$ cat src/dlc_pkg.sv
/*
 * Package for the DAC load / lookup configuration block.
 * Holds command codes, field positions, widths and reset values.
 * Assumes a serial front end that delivers whole command/data words.
 */
package dlc_pkg;
    // Command bytes for the configuration register
    localparam logic [7:0]  CMD_CFG_WRITE      = 8'h3a;
    localparam logic [7:0]  CMD_CFG_READ       = 8'hba;
    // Register width and writable mask (top four bits are don't care)
    localparam int          CFG_W              = 16;
    localparam logic [15:0] CFG_WR_MASK        = 16'h0fff;
    localparam logic [15:0] CFG_RESET          = 16'h0000;
    // Field positions
    localparam int          CH2_LOAD_SEL_POS   = 11;
    localparam int          CH2_TEMP_LSB       = 9;
    localparam int          CH2_KSRC_LSB       = 6;
    localparam int          CH1_LOAD_SEL_POS   = 5;
    localparam int          CH1_TEMP_LSB       = 3;
    localparam int          CH1_KSRC_LSB       = 0;
    // Field widths and special encodings
    localparam int          CODE_W             = 12;
    localparam int          LUT_W              = 12;
    localparam logic [2:0]  KSRC_NONE          = 3'h0;
    localparam logic [1:0]  TEMP_OFF_PLUS      = 2'h0;
    localparam logic [1:0]  TEMP_OFF_MINUS     = 2'h1;
    localparam logic [1:0]  TEMP_EXT           = 2'h2;
    localparam logic [1:0]  TEMP_INT           = 2'h3;
    localparam logic [11:0] CODE_RESET         = 12'h000;
endpackage

$ cat src/dlc_top.sv
/*
 * DAC load / lookup configuration block for two gate-bias channels.
 * Holds the software configuration register, decodes its write and read
 * commands, computes each channel's DAC code and routes it to the input
 * register only or to input and output registers, pulsing busy.
 * Assumes a serial front end on clk_sys that hands over one decoded
 * command byte with its 16-bit data as a one-cycle strobe, and lookup
 * values presented by the lookup memory logic as signed fractions.
 */
// Contract
// Ch2 load-select 1 updates input and output
// Busy pulses after output update with load-select
// Ch2 load-select 0 updates input only
// Ch2 transfer bit copies input to output
// Ch1 load-select 1 updates input and output
// Ch1 load-select 0 updates input only
// Ch1 transfer bit copies input to output
// Bits ten-nine are ch2 temperature control
// Bits eight-six are ch2 K source
// Bits four-three are ch1 temperature control
// Bits two-zero are ch1 K source
// Write with 3Ah, read with BAh
// Code equals setpoint times one plus K*temp
// Temperature change triggers only for settings 10/11
// K source zero uses temperature term alone
// Busy one cycle; top four bits ignored
`timescale 1ns/100ps
`default_nettype none
module dlc_top
    import dlc_pkg::*;
(
    // Clock and reset
    input  wire logic                        clk_sys,
    input  wire logic                        arst_n,
    // Command port from the serial front end
    input  wire logic                        cmd_valid,
    input  wire logic [7:0]                  cmd_byte,
    input  wire logic [dlc_pkg::CFG_W-1:0]   cmd_wdata,
    output logic      [dlc_pkg::CFG_W-1:0]   cmd_rdata,
    output logic                             cmd_rvalid,
    // Setpoint writes, per channel (index 0 = ch1, 1 = ch2)
    input  wire logic [1:0]                  setpoint_wr,
    input  wire logic [dlc_pkg::CODE_W-1:0]  setpoint_ch1,
    input  wire logic [dlc_pkg::CODE_W-1:0]  setpoint_ch2,
    // Lookup values, signed fractions with 11 fraction bits
    input  wire logic [dlc_pkg::LUT_W-1:0]   k_lut_ch1,
    input  wire logic [dlc_pkg::LUT_W-1:0]   k_lut_ch2,
    input  wire logic [dlc_pkg::LUT_W-1:0]   temp_lut_ch1,
    input  wire logic [dlc_pkg::LUT_W-1:0]   temp_lut_ch2,
    // Temperature change events
    input  wire logic [1:0]                  ext_temp_new,
    input  wire logic                        int_temp_new,
    // Software load DAC transfer bits, one-cycle strobes
    input  wire logic                        ch1_transfer_bit,
    input  wire logic                        ch2_transfer_bit,
    // Configuration fields to the lookup logic
    output logic      [1:0]                  ch1_temp_ctrl,
    output logic      [2:0]                  ch1_ksource,
    output logic      [1:0]                  ch2_temp_ctrl,
    output logic      [2:0]                  ch2_ksource,
    // DAC registers and busy
    output logic      [dlc_pkg::CODE_W-1:0]  dac_in_ch1,
    output logic      [dlc_pkg::CODE_W-1:0]  dac_in_ch2,
    output logic      [dlc_pkg::CODE_W-1:0]  dac_out_ch1,
    output logic      [dlc_pkg::CODE_W-1:0]  dac_out_ch2,
    output logic                             busy
);
    import dlc_pkg::*;

    // Reset release through two flops
    logic rst_sync1_ff;
    logic rst_n_ff;
    always_ff @(posedge clk_sys or negedge arst_n) begin
        if (!arst_n) begin
            rst_sync1_ff <= 1'b0;
            rst_n_ff     <= 1'b0;
        end else begin
            rst_sync1_ff <= 1'b1;
            rst_n_ff     <= rst_sync1_ff;
        end
    end

    // Configuration register and command answer
    logic [CFG_W-1:0] cfg_ff;
    logic [CFG_W-1:0] nxt_cfg;
    logic [CFG_W-1:0] rdata_ff;
    logic [CFG_W-1:0] nxt_rdata;
    logic             rvalid_ff;
    logic             nxt_rvalid;

    // Decode write and read commands; upper nibble is dropped
    always_comb begin
        nxt_cfg    = cfg_ff;
        nxt_rdata  = rdata_ff;
        nxt_rvalid = 1'b0;
        if (cmd_valid && cmd_byte == CMD_CFG_WRITE) begin
            nxt_cfg = cmd_wdata & CFG_WR_MASK;
        end
        if (cmd_valid && cmd_byte == CMD_CFG_READ) begin
            nxt_rdata  = cfg_ff;
            nxt_rvalid = 1'b1;
        end
    end

    always_ff @(posedge clk_sys or negedge rst_n_ff) begin
        if (!rst_n_ff) begin
            cfg_ff    <= CFG_RESET;
            rdata_ff  <= CFG_RESET;
            rvalid_ff <= 1'b0;
        end else begin
            cfg_ff    <= nxt_cfg;
            rdata_ff  <= nxt_rdata;
            rvalid_ff <= nxt_rvalid;
        end
    end

    assign cmd_rdata  = rdata_ff;
    assign cmd_rvalid = rvalid_ff;

    // Field extraction
    assign ch2_temp_ctrl = cfg_ff[CH2_TEMP_LSB +: 2];
    assign ch2_ksource   = cfg_ff[CH2_KSRC_LSB +: 3];
    assign ch1_temp_ctrl = cfg_ff[CH1_TEMP_LSB +: 2];
    assign ch1_ksource   = cfg_ff[CH1_KSRC_LSB +: 3];

    // Per-channel views as arrays for the generate loop
    logic [1:0]        load_sel;
    logic [1:0]        xfer;
    logic [1:0][1:0]   tctl;
    logic [1:0][2:0]   ksrc;
    logic [1:0][CODE_W-1:0] sp;
    logic [1:0][LUT_W-1:0]  k_lookup_table;
    logic [1:0][LUT_W-1:0]  tlut;
    logic [1:0][CODE_W-1:0] din;
    logic [1:0][CODE_W-1:0] dout;
    logic [1:0]        out_upd;

    assign load_sel = {cfg_ff[CH2_LOAD_SEL_POS], cfg_ff[CH1_LOAD_SEL_POS]};
    assign xfer     = {ch2_transfer_bit, ch1_transfer_bit};
    assign tctl     = {ch2_temp_ctrl, ch1_temp_ctrl};
    assign ksrc     = {ch2_ksource, ch1_ksource};
    assign sp       = {setpoint_ch2, setpoint_ch1};
    assign k_lookup_table     = {k_lut_ch2, k_lut_ch1};
    assign tlut     = {temp_lut_ch2, temp_lut_ch1};

    genvar ch;
    generate
        for (ch = 0; ch < 2; ch++) begin : g_ch
            logic [CODE_W-1:0] sp_ff;
            logic [CODE_W-1:0] nxt_sp;
            logic [CODE_W-1:0] din_ff;
            logic [CODE_W-1:0] nxt_din;
            logic [CODE_W-1:0] dout_ff;
            logic [CODE_W-1:0] nxt_dout;
            logic              calc_go;
            logic              temp_trig;
            logic              upd;
            logic signed [23:0] term;
            logic signed [13:0] factor;
            logic signed [26:0] prod;
            logic [CODE_W-1:0] code;

            // Temperature events only count for the sensing modes
            always_comb begin
                case (tctl[ch])
                    TEMP_EXT: temp_trig = ext_temp_new[ch];
                    TEMP_INT: temp_trig = int_temp_new;
                    default:  temp_trig = 1'b0;
                endcase
            end
            assign calc_go = setpoint_wr[ch] | temp_trig;

            // Code = setpoint * (1 +/- K*T); one missing term counts as one
            always_comb begin
                logic signed [12:0] kv;
                logic signed [12:0] tv;
                kv = (ksrc[ch] == KSRC_NONE) ? 13'sh0800 : {k_lookup_table[ch][LUT_W-1], k_lookup_table[ch]};
                tv = (tctl[ch][1]) ? {tlut[ch][LUT_W-1], tlut[ch]} : 13'sh0800;
                term = 24'(kv) * 24'(tv); // Q2.22, 1.0 = 2^22
                // Neither lookup in use: setpoint passes, not doubled
                if (ksrc[ch] == KSRC_NONE && !tctl[ch][1])
                    term = 24'sh000000;
                // Factor spans 0..2.0, so it needs two bits more than a lookup value
                if (tctl[ch] == TEMP_OFF_MINUS)
                    factor = 14'sh0800 - 14'(term >>> 11);
                else
                    factor = 14'sh0800 + 14'(term >>> 11);
                prod = 27'($signed({1'b0, nxt_sp})) * 27'(factor);
                // Saturate: a code cannot go negative or past full scale
                if (prod < 0)
                    code = CODE_RESET;
                else if (prod[26:23] != 4'h0)
                    code = 12'hfff;
                else
                    code = prod[22:11];
            end

            // Route new codes; long multiply path is one cycle at 10 MHz
            always_comb begin
                nxt_sp   = setpoint_wr[ch] ? sp[ch] : sp_ff;
                nxt_din  = din_ff;
                nxt_dout = dout_ff;
                upd      = 1'b0;
                if (calc_go) begin
                    nxt_din = code; // see R3
                    if (load_sel[ch]) begin
                        nxt_dout = code; // see R1
                        upd      = 1'b1;
                    end
                end else if (xfer[ch] && !load_sel[ch]) begin
                    nxt_dout = din_ff; // see R4
                end
            end

            always_ff @(posedge clk_sys or negedge rst_n_ff) begin
                if (!rst_n_ff) begin
                    sp_ff   <= CODE_RESET;
                    din_ff  <= CODE_RESET;
                    dout_ff <= CODE_RESET;
                end else begin
                    sp_ff   <= nxt_sp;
                    din_ff  <= nxt_din;
                    dout_ff <= nxt_dout;
                end
            end

            assign din[ch]     = din_ff;
            assign dout[ch]    = dout_ff;
            assign out_upd[ch] = upd;
        end
    endgenerate

    // Busy: one cycle after any computed output update
    logic busy_ff;
    logic nxt_busy;
    always_comb begin
        nxt_busy = |out_upd; // see R2
    end
    always_ff @(posedge clk_sys or negedge rst_n_ff) begin
        if (!rst_n_ff) begin
            busy_ff <= 1'b0;
        end else begin
            busy_ff <= nxt_busy;
        end
    end

    assign busy        = busy_ff;
    assign dac_in_ch1  = din[0];
    assign dac_in_ch2  = din[1];
    assign dac_out_ch1 = dout[0];
    assign dac_out_ch2 = dout[1];
endmodule
`default_nettype wire

$ cat config.mk
export PLATFORM = sky130hd
export DESIGN_NAME = dlc_top
export DESIGN_NICKNAME = d
export VERILOG_FILES = /design/src/dlc_pkg.sv /design/src/dlc_top.sv
export SDC_FILE = /design/constraint.sdc
export NUM_CORES = 2
export LEC_CHECK = 0
export ABC_AREA = 1
export BUFFER_PORTS_ARGS = -buffer_cell sky130_fd_sc_hd__buf_2
export CORE_AREA = 10 10 248 226
export DETAILED_ROUTE_END_ITERATION = 6
export DIE_AREA = 0 0 258 236
export PLACE_DENSITY = 0.86
export SLEW_MARGIN = 10
export SYNTH_ARGS = -nofsm -noshare
export SYNTH_HDL_FRONTEND = slang
export SYNTH_SLANG_ARGS = --single-unit
$ cat constraint.sdc
create_clock -name clk_sys -period 3.28 [get_ports clk_sys]
set_input_delay 0 -clock clk_sys [delete_from_list [all_inputs] [get_ports clk_sys]]
set_output_delay 0 -clock clk_sys [all_outputs]
set_load 0.01 [all_outputs]
After elaboration in Yosys (flattened, before gate mapping):

Cells that the tools add are included.

* bits in registers: 100
* bits of input ports: 106

* multiplexer cells: 27
* reductions and logical operators: 19
* order comparisons: 2
* bitwise logic cells: 2
* equality and inequality tests: 10
* $mul: 4
* add/sub/neg operators: 4

Operator list (number)
* 12-bit 2-to-1 mux: 12
* 27-bit by 1-bit less-than comparator with 1-bit output (second input constant): 2
* 13-bit by 14-bit multiplier with 27-bit output: 2
* 13-bit 2-to-1 mux: 4
* 13-bit by 13-bit multiplier with 24-bit output: 2
* 24-bit 2-to-1 mux: 2
* 13-bit by 13-bit adder with 14-bit output (first input constant): 2
* 14-bit 2-to-1 mux: 2
* 13-bit by 13-bit subtractor with 14-bit output (first input constant): 2
* 2-bit == test (second input constant): 4
* 8-bit by 6-bit == test with 1-bit output (second input constant): 1
* 8-bit == test (second input constant): 1
* 4-bit nonzero test: 2
* 1-bit logical AND: 6
* 3-bit logical NOT: 2
* 1-bit 2-to-1 mux: 5
* 2-bit by 1-bit == test with 1-bit output (second input constant): 2
* 1-bit logical NOT: 4
* 2-bit != test (second input constant): 2
* 1-bit case mux with 2 select lines: 2
* 2-bit AND reduction: 2
* 2-bit nonzero test: 2
* 1-bit bitwise OR: 2
* 2-bit OR reduction: 1

Longest topological paths before layout:

* word-level depth: 12
* mapped depth: 72
* gate-level depth less buffers: 70

Worst setup path after synthesis:

OpenSTA, ideal clock, no wires.

* kind: flip-flop to flip-flop
* from: reg cfg_ff[4]
* to: reg g_ch[0].dout_ff[10], in the netlist dac_out_ch1[10]
* slack: -8.155 ns
* arrival: 11.318 ns
* buffers on the path: 4
* stages on the path, launching flop included: 67
* data required time: 3.163 ns
* cell sequence: dfrtp_1 -> buf_4 -> clkbuf_1 -> nand2_1 -> inv_1 -> clkbuf_1 -> nand2_1 -> fa_1 -> fa_1 -> inv_1 -> fa_1 -> fa_1 -> fa_1 -> inv_1 -> fa_1 -> inv_1 -> ha_1 -> a21oi_1 -> [31 not listed] -> inv_1 -> fa_1 -> inv_1 -> ha_1 -> a21oi_1 -> o21a_1 -> o221ai_1 -> a31oi_1 -> nand3_1 -> nand2_1 -> nand3_2 -> nor2_4 -> buf_6 -> nand2_2 -> nand2_1 -> nand2_2 -> nand2_1 -> nand2_1

* longest elaborated chain between the ends: 11
* elaborated cells between the ends (all ways): 23
* those cells by class: add/sub: 2; mul: 2; order compare: 1; eq/ne: 4; mux: 8; bitwise: 1; reduce/logical: 5

RTL lines
* start: declaration: RTL line dlc_top.sv:84 `logic [CFG_W-1:0] cfg_ff;`
* start signal: assignment: RTL line dlc_top.sv:111 `cfg_ff <= nxt_cfg;`
* parallel branches: the longest is 10 deep, another holds 13-bit by 14-bit multiplier with 27-bit output
* 12-bit 2-to-1 mux *: RTL line dlc_top.sv:204 `if (calc_go) begin`
* named net g_ch[0].nxt_dout[10]: RTL line dlc_top.sv:154 `logic [CODE_W-1:0] nxt_dout;`
* end signal: assignment: RTL line dlc_top.sv:223 `dout_ff <= nxt_dout;`
* end: declaration: RTL line dlc_top.sv:153 `logic [CODE_W-1:0] dout_ff;`

Mark *: on every way through the listed nets, which the timed path passes. The select of a mux whose other input is x is not followed.
A chain may end at the register's enable or synchronous reset.

Final worst setup path:

* from: reg cfg_ff[1]
* to: reg g_ch[0].dout_ff[11], in the netlist dac_out_ch1[11]

* longest elaborated chain between the ends: 12
* elaborated cells between the ends (all ways): 15
* those cells by class: add/sub: 2; mul: 2; order compare: 1; mux: 7; reduce/logical: 3

RTL lines
* 3-bit logical NOT *: RTL line dlc_top.sv:177, dlc_top.sv:181
* 13-bit 2-to-1 mux: RTL line dlc_top.sv:177 `kv = (ksrc[ch] == KSRC_NONE) ? 13'sh0800 : {k_lookup_table[ch][LUT_W-1], k_lookup_table[ch]};`
* 13-bit by 13-bit multiplier with 24-bit output: RTL line dlc_top.sv:179 `term = 24'(kv) * 24'(tv);`
* 24-bit 2-to-1 mux *: RTL line dlc_top.sv:181 `if (ksrc[ch] == KSRC_NONE && !tctl[ch][1])`
* 13-bit by 13-bit adder with 14-bit output / 13-bit by 13-bit subtractor with 14-bit output (equally long branches): RTL line dlc_top.sv:187, dlc_top.sv:185
* 14-bit 2-to-1 mux *: RTL line dlc_top.sv:184 `if (tctl[ch] == TEMP_OFF_MINUS)`
* 13-bit by 14-bit multiplier with 27-bit output *: RTL line dlc_top.sv:188 `prod = 27'($signed({1'b0, nxt_sp})) * 27'(factor);`
* parallel branches: the longest is 2 deep, another holds 27-bit by 1-bit less-than comparator with 1-bit output
* 12-bit 2-to-1 mux *: RTL line dlc_top.sv:190 `if (prod < 0)`
* 12-bit 2-to-1 mux *: RTL line dlc_top.sv:206 `if (load_sel[ch]) begin`
* 12-bit 2-to-1 mux *: RTL line dlc_top.sv:204
* named net g_ch[0].nxt_dout[11]: RTL line dlc_top.sv:154

Marked as above.

==> impl_metrics.py <==
metrics = {
    "global_route": {
        "grt_pass1_vias": 32952,
        "globalRoute.totalOverflow": 0,
        "grt_pass1_wl_mm": 167,
        "antenna_found_initial": 2,
        "grt_max_degree": 63,
        "grtUsageTotal_pct": 34.3,
    },
    "logic_synthesis": {
        "seq_area_frac_synth_pct": 8.31,
        "avgSynthCellArea_um2": 7.96,
        "ys_ff_latch": 100,
        "synth_top_flop_cell": "dfrtp_1",
        "synthDistinctLibCells": 48,
        "ys_warn_count": 0,
        "async_flop_share_pct": 100,
        "netlist_instances": 3783,
        "synth-edff-count": 0,
        "syn-cell-area_um2": 30100,
    },
    "clock_tree": {
        "clk_pin_slew_ps": 90,
        "cts_buffer_depth": 2,
        "clkSinkCount": 100,
        "htree_levels": 3,
        "tritoncts": "yes",
        "cts_buffers": 9,
        "insertion_delay_ps": 450,
        "root_buffer": "clkbuf_16",
    },
    "floorplan": {
        "dieArea_um2": 60900,
        "die_h_um": 236,
        "die_x_um": 258,
        "start_util_pct": 58.9,
        "core.rowCount": 79,
        "io_pins": 182,
        "core-area_um2": 51100,
    },
    "critical_path": {
        "cp.arrival_ps": 12580,
        "crit_path_max_incr_delay_ps": 650,
        "crit_fanout": 8,
        "cp-start-kind": "register",
        "cpMostUsedCell": "nand2_2",
        "slowest_stage": "fa_1",
        "cp_data_required_time_ps": 3600,
        "endpoint_kind": "register",
        "r2r_slack_ps": -8990,
        "critPathKind": "reg2reg",
    },
    "routing": {
        "wl_per_cell_um": 20.6,
        "drt_iter0_drc": 3462,
        "wl_mm": 111,
        "ant_nets": 0,
        "vias": 31056,
        "first_pass_iters": 7,
        "drc": 3,
        "via_per_inst": 5.76,
    },
    "sta": {
        "fin_skew_ps": 36.8,
        "setup_viol": 48,
        "period_minus_slack_ps": 12270,
        "finalHoldViolCount": 0,
        "final.period_utilization_pct": 374,
        "report.final.slew_viol_count": 0,
        "worst_slew_pin_slew_ps": 1030,
        "fmax_ghz": 0.0815,
        "finalSetupTns_ps": -420990,
        "setup_ws_ps": -8990,
        "grt_setup_unrepaired": "yes",
        "max-slew-margin-rel_pct": 31.3,
    },
    "layout": {
        "syn2layout_area_growth_pct": 34.5,
        "drive_gt1_share_pct": 33.6,
        "final_common_cell": "inv_1",
        "mostFrequentLayoutCells": "818 x inv_1, 745 x buf_4, 651 x nand2_1",
        "layout.nets": 5666,
        "n_antenna_cell": 0,
        "n_fill_cell": 2919,
    },
    "min_path": {
        "hold_class": "in2reg",
    },
    "placed_design": {
        "portBuffers": 173,
        "gp_congestion": 0.994,
        "dp_hpwl_mm": 79.4,
    },
    "run": {
        "drv_cap": 0,
    },
    "status": {
        "violations": "design-rule violations, negative setup slack",
        "status": "finished with violations",
    },
}
registers in the layout, indices dropped and copies added, names as in the netlist:
| register | cells |
|---|---|
| dac_in_ch2 | 12 |
| rst_n_ff | 1 |
| cfg_ff | 12 |
| busy | 1 |
| rst_sync1_ff | 1 |
| dac_in_ch1 | 12 |
| cmd_rdata | 12 |
| g_ch.sp_ff | 24 |
| dac_out_ch2 | 12 |
| dac_out_ch1 | 12 |
| cmd_rvalid | 1 |
per-stage QoR:
stage	cells	util [%]	hold slack [ps]	worst slack [ps]	area, µm²
floorplan	3786	-	-296	-7370	31000
global placement	5260	73.4	-214	-8020	37500
detailed placement	5260	73.4	-214	-8230	37500
CTS	5346	77.1	40.2	-8040	39400
global route	5393	79.2	73.3	-9300	40500
finish	5393	79.2	39.3	-8990	40500
synthesized netlist by cell type, types with 32 or more instances:
| cell type | count | area [µm²] |
|---|---|---|
| nand3_1 | 100 | 500 |
| xnor2_1 | 45 | 394 |
| nand2_2 | 47 | 294 |
| nand2_1 | 774 | 2910 |
| a21oi_1 | 105 | 526 |
| fa_1 | 606 | 12100 |
| nor2_1 | 435 | 1630 |
| clkbuf_1 | 40 | 150 |
| o21ai_0 | 56 | 280 |
| inv_1 | 913 | 3430 |
| ha_1 | 254 | 3180 |
| or2_2 | 32 | 200 |
| dfrtp_1 | 100 | 2500 |
layout make-up:
cell class	instances	area, µm²	share of cell area, %
multi-input cells	2679	25900	64.0
clock inverters	7	86.3	0.213
clock buffers	9	225	0.556
repair buffers	976	7330	18.1
flip-flops and latches	100	2510	6.19
inverters	934	3560	8.79
well taps	688	861	2.13
layer usage:
metal,GRT usage [%],routed length (µm),vias to the layer above,part of all wire [%]
met5,0,0,-,0
met1,40.1,37400,14904,34
li1,-,-,12987,-
met2,56.9,51700,2314,47
met4,19.4,9020,0,8.1
met3,8.61,13000,851,12
worst paths after layout:
kind,from,end,cells after the start
worst max-delay path,cfg_ff[1],dac_out_ch1[11],64
worst min-delay path,setpoint_ch2[7],g_ch[1].sp_ff[7],5
worst max register to register,cfg_ff[1],dac_out_ch1[11],64
worst min register to register,rst_sync1_ff,rst_n_ff,0
max in group asynchronous,rst_n_ff,dac_in_ch2[3],1
min in group asynchronous,arst_n,rst_n_ff,3
cell families (layout without fill, tap and decap cells):
family	Yosys count	in the layout	synth area share, %
compound gates	244	244	4.66
xor+xnor	72	72	2.10
buf+inv	1008	1926	13.0
fa+ha+maj	860	860	50.9
other cells	2	5	0.0250
flops	100	100	8.31
simple gates	1497	1498	21.1
worst max-delay path: cells and delay by family (launching register included):
| kind | cells | cell delay (ps) |
|---|---|---|
| adders and majority gates | 14 | 6230 |
| AOI/OAI and AO/OA | 7 | 1510 |
| DFF | 1 | 390 |
| and+or+nand+nor | 31 | 2780 |
| buffers and inverters | 12 | 1220 |
timing repair:
item / CTS / global route
hold buffers: 14 / 0
setup endpoints to repair: 48 / 48
setup buffers: 53 / 48
gates cloned: 3 / 0
resized for setup: 231 / 225
hold endpoints to repair: 14 / 0
pin swaps: 138 / 147
Power is not shown: default switching activity piles up to over one toggle a cycle in this logic, so the estimate is an artifact.
